[config.mk]
export PLATFORM = sky130hd
export DESIGN_NAME = sli_top
export DESIGN_NICKNAME = d
export VERILOG_FILES = /design/src/sli_pkg.sv /design/src/sli_top.sv
export SDC_FILE = /design/constraint.sdc
export NUM_CORES = 1
export LEC_CHECK = 0
export BUFFER_PORTS_ARGS = -buffer_cell sky130_fd_sc_hd__buf_2
export CORE_UTILIZATION = 35
export DETAILED_ROUTE_END_ITERATION = 12
export HOLD_SLACK_MARGIN = 0.02
export PLACE_DENSITY = 0.64
export SETUP_SLACK_MARGIN = 0.05
export SYNTH_ARGS = -nofsm -noshare
export SYNTH_HDL_FRONTEND = slang
export SYNTH_SLANG_ARGS = --single-unit
[constraint.sdc]
create_clock -name core_clk -period 2.1 [get_ports core_clk]
set_clock_uncertainty 0.15 [all_clocks]
set_input_delay 0.42 -clock core_clk [delete_from_list [all_inputs] [get_ports core_clk]]
set_output_delay 0.42 -clock core_clk [all_outputs]
set_load 0.01 [all_outputs]
[src/sli_pkg.sv]
/*
 Constants, register map and state type for the front-panel status lamp logic.
 Assumes a single 100 MHz core clock and a test sequencer inside the same chip.
*/
package sli_pkg;
    localparam int CODE_W = 4;
    localparam int ADDR_W = 4;
    localparam int DATA_W = 32;
    localparam int EV_W   = 3;
    localparam int LVL_W  = 2;
    localparam int NET_N  = 2;
    localparam int PORT_N = 4;

    typedef enum logic [1:0] {ST_TEST, ST_FAULT, ST_OPER} sli_state_type;

    localparam logic PHASE_SETUP = 1'b0;
    localparam logic PHASE_MEM   = 1'b1;

    localparam logic [CODE_W-1:0] CODE_RST = 4'h0;

    localparam logic [ADDR_W-1:0] ADDR_STATUS = 4'h0;
    localparam logic [ADDR_W-1:0] ADDR_EVENT  = 4'h4;
    localparam logic [ADDR_W-1:0] ADDR_MASK   = 4'h8;

    localparam int ST_CODE_LSB  = 0;
    localparam int ST_PHASE_BIT = 4;
    localparam int ST_STATE_LSB = 8;
    localparam int ST_NFAIL_BIT = 12;

    localparam int EV_STEP  = 0;
    localparam int EV_FAULT = 1;
    localparam int EV_PASS  = 2;

    localparam logic [EV_W-1:0]   EV_RST     = 3'h0;
    localparam logic [EV_W-1:0]   MASK_RST   = 3'h0;
    localparam logic [LVL_W-1:0]  LVL_MAX    = 2'h3;
    localparam logic [DATA_W-1:0] RDATA_NONE = 32'h0;
endpackage : sli_pkg

[src/sli_top.sv]
/*
 Status lamp driver: self-test progress display, fault freeze, module-good
 lamp and operational lamp states, with a small register port and interrupt.
 Assumes sequencer and network inputs are synchronous to core_clk.
*/
`timescale 1ns/1ps
`default_nettype none
module sli_top #(
    parameter int BLINK_W = 24                                     // Flash divider width
) (
    input  wire logic                       core_clk,          // 100 MHz clock
    input  wire logic                       rst_n,             // Async reset, low
    input  wire logic                       clk_en,            // Freezes state when low
    input  wire logic [sli_pkg::ADDR_W-1:0] reg_addr,          // Register byte address
    input  wire logic [sli_pkg::DATA_W-1:0] reg_wdata,         // Write data
    input  wire logic                       reg_wr,            // Write strobe
    input  wire logic                       reg_rd,            // Read strobe
    output logic      [sli_pkg::DATA_W-1:0] reg_rdata,         // Read data, next cycle
    output logic                            irq,               // Level interrupt
    input  wire logic                       seq_step,          // New step code pulse
    input  wire logic                       seq_phase,         // 0 setup, 1 memory
    input  wire logic [sli_pkg::CODE_W-1:0] seq_code,          // Step number
    input  wire logic                       seq_fault,         // Hardware fault pulse
    input  wire logic                       seq_pass,          // Test passed pulse
    input  wire logic                       nonfatal_fail,     // Non-fatal failure level
    input  wire logic [sli_pkg::NET_N-1:0]  net_link,          // Port on working LAN
    input  wire logic [sli_pkg::NET_N-1:0]  net_port_bad,      // Port hardware failed
    input  wire logic [sli_pkg::NET_N-1:0]  net_standby,       // Backup or mgmt off
    input  wire logic [sli_pkg::NET_N-1:0]  act_pulse,         // One pulse per frame
    input  wire logic [sli_pkg::NET_N-1:0]  act_back,          // Connected via back
    input  wire logic [sli_pkg::PORT_N-1:0] serial_ok,         // Serial port normal
    input  wire logic [sli_pkg::PORT_N-1:0] serial_mgmt_off,   // Serial mgmt disabled
    input  wire logic [sli_pkg::PORT_N-1:0] isdn_ok,           // ISDN port normal
    input  wire logic [sli_pkg::PORT_N-1:0] isdn_mgmt_off,     // ISDN mgmt disabled
    output logic                            led_power,         // Power lamp
    output logic                            led_mod_ok,        // Module-good lamp
    output logic      [sli_pkg::NET_N-1:0]  led_net_grn,       // Lamps 1,2 green
    output logic      [sli_pkg::NET_N-1:0]  led_net_amb,       // Lamps 1,2 amber
    output logic      [sli_pkg::PORT_N-1:0] led_port,          // Lamps 3..6, [3]=lamp 3
    output logic      [sli_pkg::NET_N-1:0]  led_act_grn,       // Activity green
    output logic      [sli_pkg::NET_N-1:0]  led_act_yel,       // Activity yellow
    output logic      [sli_pkg::PORT_N-1:0] led_isdn           // Lamps 7..10
);
    // Activity flash needs counter bits down to BLINK_W-5
    if (BLINK_W < 6) begin : g_blink_chk
        $error("BLINK_W too small for four flash rates");
    end

    logic                       rst_meta_r;
    logic                       rst_sync_n;
    sli_pkg::sli_state_type     st_r;
    logic                       phase_r;
    logic [sli_pkg::CODE_W-1:0] code_r;
    logic [sli_pkg::EV_W-1:0]   ev_r;
    logic [sli_pkg::EV_W-1:0]   mask_r;
    logic [sli_pkg::EV_W-1:0]   ev_set;
    logic [BLINK_W-1:0]         blink_cnt_r;
    logic [sli_pkg::LVL_W-1:0]  tcnt_r [sli_pkg::NET_N];
    logic [sli_pkg::LVL_W-1:0]  lvl_r  [sli_pkg::NET_N];
    logic                       win_end;
    logic                       slow_blink;
    logic                       ev_rd;

    logic                       mod_ok_nxt;
    logic [sli_pkg::NET_N-1:0]  net_grn_nxt;
    logic [sli_pkg::NET_N-1:0]  net_amb_nxt;
    logic [sli_pkg::PORT_N-1:0] port_nxt;
    logic [sli_pkg::NET_N-1:0]  act_grn_nxt;
    logic [sli_pkg::NET_N-1:0]  act_yel_nxt;
    logic [sli_pkg::PORT_N-1:0] isdn_nxt;

    // Lamp is lit steadily, or follows the blink phase when flashing
    function automatic logic lamp(input logic on, input logic flash, input logic blink);
        lamp = on & (~flash | blink);
    endfunction : lamp

    // Faster flash for higher traffic level
    function automatic logic act_blink(input logic [BLINK_W-1:0] cnt, input logic [sli_pkg::LVL_W-1:0] lvl);
        act_blink = cnt[BLINK_W - 2 - int'(lvl)];
    endfunction : act_blink

    // Reset release through two flops
    always_ff @(posedge core_clk or negedge rst_n) begin
        if (!rst_n) begin
            rst_meta_r <= 1'b0;
            rst_sync_n <= 1'b0;
        end else begin
            rst_meta_r <= 1'b1;
            rst_sync_n <= rst_meta_r;
        end
    end

    // Test sequence state
    always_ff @(posedge core_clk or negedge rst_sync_n) begin
        if (!rst_sync_n) begin
            st_r <= sli_pkg::ST_TEST;
        end else if (clk_en) begin
            case (st_r)
                sli_pkg::ST_TEST: begin
                    if (seq_fault) begin
                        st_r <= sli_pkg::ST_FAULT;
                    end else if (seq_pass) begin
                        st_r <= sli_pkg::ST_OPER;
                    end
                end
                sli_pkg::ST_FAULT: st_r <= sli_pkg::ST_FAULT;
                sli_pkg::ST_OPER:  st_r <= sli_pkg::ST_OPER;
                default:           st_r <= sli_pkg::ST_TEST;
            endcase
        end
    end

    // Progress code, frozen outside the test state
    always_ff @(posedge core_clk or negedge rst_sync_n) begin
        if (!rst_sync_n) begin
            phase_r <= sli_pkg::PHASE_SETUP;
            code_r  <= sli_pkg::CODE_RST;
        end else if (clk_en && st_r == sli_pkg::ST_TEST && seq_step && !seq_fault && !seq_pass) begin
            phase_r <= seq_phase;
            code_r  <= seq_code;
        end
    end

    // Blink base and traffic level per activity lamp
    assign win_end    = &blink_cnt_r;
    assign slow_blink = blink_cnt_r[BLINK_W-1];

    always_ff @(posedge core_clk or negedge rst_sync_n) begin
        if (!rst_sync_n) begin
            blink_cnt_r <= '0;
        end else if (clk_en) begin
            blink_cnt_r <= blink_cnt_r + 1'b1;
        end
    end

    for (genvar i = 0; i < sli_pkg::NET_N; i++) begin : g_traffic
        always_ff @(posedge core_clk or negedge rst_sync_n) begin
            if (!rst_sync_n) begin
                tcnt_r[i] <= '0;
                lvl_r[i]  <= '0;
            end else if (clk_en) begin
                if (win_end) begin
                    lvl_r[i]  <= tcnt_r[i];
                    tcnt_r[i] <= {{(sli_pkg::LVL_W-1){1'b0}}, act_pulse[i]};
                end else if (act_pulse[i] && tcnt_r[i] != sli_pkg::LVL_MAX) begin
                    tcnt_r[i] <= tcnt_r[i] + 1'b1;
                end
            end
        end
    end

    // Lamp pattern for the present state
    always_comb begin
        mod_ok_nxt  = 1'b0;
        net_grn_nxt = '0;
        net_amb_nxt = '0;
        port_nxt    = '0;
        act_grn_nxt = '0;
        act_yel_nxt = '0;
        isdn_nxt    = '0;
        case (st_r)
            sli_pkg::ST_TEST: begin
                if (phase_r == sli_pkg::PHASE_MEM) begin
                    net_grn_nxt = 2'h2;
                end else if (code_r != sli_pkg::CODE_RST) begin
                    net_grn_nxt = 2'h1;
                end
                port_nxt = code_r;
            end
            sli_pkg::ST_FAULT: begin
                if (phase_r == sli_pkg::PHASE_MEM) begin
                    net_amb_nxt = 2'h2;
                end else if (code_r != sli_pkg::CODE_RST) begin
                    net_amb_nxt = 2'h1;
                end
                port_nxt = code_r;
            end
            sli_pkg::ST_OPER: begin
                mod_ok_nxt = lamp(1'b1, nonfatal_fail, slow_blink);
                for (int i = 0; i < sli_pkg::NET_N; i++) begin
                    net_amb_nxt[i] = net_port_bad[i];
                    net_grn_nxt[i] = !net_port_bad[i] &&
                                     lamp(net_link[i] | net_standby[i], net_standby[i], slow_blink);
                    act_grn_nxt[i] = !act_back[i] &&
                                     lamp(net_link[i], lvl_r[i] != '0, act_blink(blink_cnt_r, lvl_r[i]));
                    act_yel_nxt[i] = act_back[i] &&
                                     lamp(net_link[i], lvl_r[i] != '0, act_blink(blink_cnt_r, lvl_r[i]));
                end
                for (int i = 0; i < sli_pkg::PORT_N; i++) begin
                    port_nxt[i] = lamp(serial_ok[i] | serial_mgmt_off[i], serial_mgmt_off[i], slow_blink);
                    isdn_nxt[i] = lamp(isdn_ok[i] | isdn_mgmt_off[i], isdn_mgmt_off[i], slow_blink);
                end
            end
            default: begin
                mod_ok_nxt = 1'b0;
            end
        endcase
    end

    // Registered lamp drivers
    always_ff @(posedge core_clk or negedge rst_sync_n) begin
        if (!rst_sync_n) begin
            led_power   <= 1'b0;
            led_mod_ok  <= 1'b0;
            led_net_grn <= '0;
            led_net_amb <= '0;
            led_port    <= '0;
            led_act_grn <= '0;
            led_act_yel <= '0;
            led_isdn    <= '0;
        end else if (clk_en) begin
            led_power   <= 1'b1;
            led_mod_ok  <= mod_ok_nxt;
            led_net_grn <= net_grn_nxt;
            led_net_amb <= net_amb_nxt;
            led_port    <= port_nxt;
            led_act_grn <= act_grn_nxt;
            led_act_yel <= act_yel_nxt;
            led_isdn    <= isdn_nxt;
        end
    end

    // Sticky events, set wins over the clearing read
    assign ev_rd = reg_rd && reg_addr == sli_pkg::ADDR_EVENT;

    always_comb begin
        ev_set = '0;
        if (st_r == sli_pkg::ST_TEST) begin
            ev_set[sli_pkg::EV_FAULT] = seq_fault;
            ev_set[sli_pkg::EV_PASS]  = seq_pass && !seq_fault;
            ev_set[sli_pkg::EV_STEP]  = seq_step && !seq_fault && !seq_pass;
        end
    end

    always_ff @(posedge core_clk or negedge rst_sync_n) begin
        if (!rst_sync_n) begin
            ev_r <= sli_pkg::EV_RST;
        end else if (clk_en) begin
            ev_r <= (ev_rd ? '0 : ev_r) | ev_set;
        end
    end

    always_ff @(posedge core_clk or negedge rst_sync_n) begin
        if (!rst_sync_n) begin
            mask_r <= sli_pkg::MASK_RST;
        end else if (clk_en && reg_wr && reg_addr == sli_pkg::ADDR_MASK) begin
            mask_r <= reg_wdata[sli_pkg::EV_W-1:0];
        end
    end

    assign irq = |(ev_r & mask_r);

    // Read data valid only in the cycle after the strobe
    always_ff @(posedge core_clk or negedge rst_sync_n) begin
        if (!rst_sync_n) begin
            reg_rdata <= sli_pkg::RDATA_NONE;
        end else if (clk_en) begin
            reg_rdata <= sli_pkg::RDATA_NONE;
            if (reg_rd) begin
                case (reg_addr)
                    sli_pkg::ADDR_STATUS: begin
                        reg_rdata[sli_pkg::ST_CODE_LSB +: sli_pkg::CODE_W] <= code_r;
                        reg_rdata[sli_pkg::ST_PHASE_BIT]                   <= phase_r;
                        reg_rdata[sli_pkg::ST_STATE_LSB +: 2]              <= st_r;
                        reg_rdata[sli_pkg::ST_NFAIL_BIT]                   <= nonfatal_fail;
                    end
                    sli_pkg::ADDR_EVENT: reg_rdata[sli_pkg::EV_W-1:0] <= ev_r;
                    sli_pkg::ADDR_MASK:  reg_rdata[sli_pkg::EV_W-1:0] <= mask_r;
                    default:             reg_rdata <= sli_pkg::RDATA_NONE;
                endcase
            end
        end
    end
endmodule : sli_top
`default_nettype wire

==> results.json <==
{
  "fin_util": 0.440,
  "layout-drive-gt1-share": 0.332,
  "min_path_type": "in -> reg",
  "setup_ws_ns": 0.0982,
  "syn2layout_area_growth_pct": 21.0,
  "place_congestion": 0.768,
  "grt_pass1_wl_um": 14200,
  "ys_top_cells_by_count": "dfrtp_1 (73), buf_4 (24), nand2_1 (19)",
  "synth_area_leaders": "dfrtp_1 (48%), buf_4 (4.8%), mux2_2 (4.5%)",
  "synthArstFlopShare": 1.00,
  "synth_seq_cells": 73,
  "startpoint_type": "flop",
  "detail-route-antenna-nets": 0,
  "rsz0062_at_grt": "yes",
  "status": "completed",
  "synth_top_area_cell": "dfrtp_1",
  "yosysMostFrequentCell": "dfrtp_1",
  "r2r_start": "lvl_r[1]",
  "grt_max_degree": 72,
  "fillers": 985,
  "fmax_mhz": 500,
  "die-area_um2": 11300,
  "hold_violations": 0,
  "cpPeakStageDelay_ns": 0.52,
  "grt_pass1_vias": 2920,
  "yosysTopAreaCellShare": 0.482,
  "row_count": 37,
  "pwr_density_cell_nw_per_um2": 870,
  "dpl.hpwl_um": 6010,
  "remaining_drc_errors": 0,
  "grt_antenna_before_repair": 0,
  "core_area_um2": 10400,
  "start_util": 0.364,
  "port_buffers": 73,
  "synthFlopType": "dfrtp_1",
  "dp_slack_ns": 0.0434,
  "leakagePower_nw": 2.19,
  "critPathRequiredTime_ns": 2.19,
  "synth_cell_type_count": 48,
  "period_share": 0.953,
  "mappedNetlistArea_um2": 3790,
  "wirelength_um": 8200,
  "drt_pass1_iterations": 4,
  "setup_viol": 0,
  "die_w_um": 106,
  "slowest_stage": "mux4_2",
  "fin_area_um2": 4590,
  "cts.sinks": 73,
  "via_per_inst": 5.01,
  "gr-usage-all-layers": 0.161,
  "yosysSeqAreaShare": 0.482,
  "path_class": "reg -> reg",
  "antennaDiodeCount": 0,
  "cts-buffers-inserted": 9,
  "avgSynthCellArea_um2": 11.2,
  "fin_setup_tns_ns": 0,
  "nNetsFinal": 516,
  "vias": 2855,
  "ir_drop_v": 0.000366,
  "synth-edff-count": 0,
  "dpl_cell_area_um2": 4400,
  "hp-start": "net_port_bad[0]",
  "worstPathCellList": "inv_1 -> ha_4 -> mux4_2 -> a2111oi_4 -> o32ai_1",
  "wl_per_cell_um": 14.4,
  "fin_crit_ns": 2.00,
  "worstSkewPairLatency_ns": 0.36,
  "max-cap-violations": 0,
  "root_buffer": "clkbuf_8",
  "drv_slew": 0,
  "drtIter0Drc": 124,
  "fp.dieH_um": 106,
  "ys_warn_count": 0,
  "ctsHtreeMaxLevel": 3,
  "gr-total-overflow": 0,
  "worstPathArrival_ns": 2.09,
  "end_kind": "flop",
  "worstSetupStartpoint": "lvl_r[1]",
  "ios": 127,
  "cts_tree": "yes",
  "cts_buffer_depth": 2,
  "path_clk_slew_ns": 0.08,
  "syn_inst": 338,
  "hold_slack_ns": 0.116,
  "crit_path_max_fanout": 3
}
worst paths after layout:
check,end,slack [ns],cells after the start
max,led_act_grn[1],0.1,5
min,led_net_grn[0],0.12,2
max reg2reg,led_act_grn[1],0.1,5
min reg2reg,blink_cnt_r[11],0.14,1
max in group asynchronous,lvl_r[2],1.34,1
min in group asynchronous,blink_cnt_r[11],0.14,1
repair_timing:
| item | in CTS | in global routing |
|---|---|---|
| setup buffers | 0 | 1 |
| hold buffers | 1 | 0 |
| pin swaps | 1 | 1 |
| endpoints found under the hold margin | 2 | 0 |
| gates resized for setup | 0 | 1 |
| setup endpoints to repair | 1 | 6 |
cell type report:
type                            instances  area (um^2)  area share
Sequential cell                        73         1830       0.399
Multi-Input combinational cell        237         1830       0.399
Timing Repair Buffer                   92          523       0.114
Tap cell                              136          170      0.0371
Clock buffer                           10          128      0.0278
Inverter                               16         60.1      0.0131
Clock inverter                          6         45.0     0.00982
where the power goes:
group,internal [mW],switching (mW),leakage (nW),total [mW]
Clock,0.430,0.568,0.0785,0.998
Sequential,1.68,0.239,0.933,1.92
Combinational,0.525,0.550,1.18,1.08
Total,2.63,1.36,2.19,3.99
per-stage QoR:
step / instances / total power, mW
2_1_floorplan: 361 / 2.63
3_3_place_gp: 552 / 2.98
3_5_place_dp: 552 / 3.02
4_1_cts: 569 / 4.02
5_1_grt: 570 / 4.26
6_report: 570 / 3.99
metal layers:
layer	GRT usage	wire (um)	up-vias
met3	0.0374	409	13
met5	0	0	-
li1	-	-	1358
met1	0.216	3830	1396
met2	0.249	3810	88
met4	0.0675	151	0
logic make-up after synthesis:
| group | count (synthesis) | share of synthesized area |
|---|---|---|
| other | 2 | 0.00198 |
| xor gates and xnor gates | 23 | 0.0531 |
| muxes | 34 | 0.104 |
| AOI/OAI and AO/OA | 53 | 0.110 |
| buffers and inverters | 51 | 0.0746 |
| adders and majority gates | 11 | 0.0363 |
| DFF | 73 | 0.482 |
| and+or+nand+nor | 91 | 0.139 |
cell usage in the layout, fill, tap and decap left out, types with 6 or more instances in the layout:
cell       instances
a22o_1             7
buf_2             73
xor2_1             6
mux2i_1           15
clkbuf_8           9
nand2_1           19
conb_1            25
dfrtp_1           70
a21oi_1            7
mux2_2            15
nand4_1           12
nand3_1           18
ha_1               9
xnor2_1           17
buf_4             17
and3_1             6
nor2_1            12
o2bb2ai_1         15
inv_1             13
a22oi_1            6
sequential cells by signal (all words and copies together), names as in the netlist, 3 cells and up:
register	cells
blink_cnt_r	24
led_port	4
mask_r	3
lvl_r	4
code_r	4
ev_r	3
tcnt_r	4
reg_rdata	8
led_isdn	4
worst max-delay path: cells and delay by family, from the launching register on:
kind	cells	cell delay, ns
compound gates	2	0.51
flops	1	0.35
mux	1	0.52
fa+ha+maj	1	0.28
buf+inv	1	0.08
Note: power is estimated with default switching activity, not from simulation.
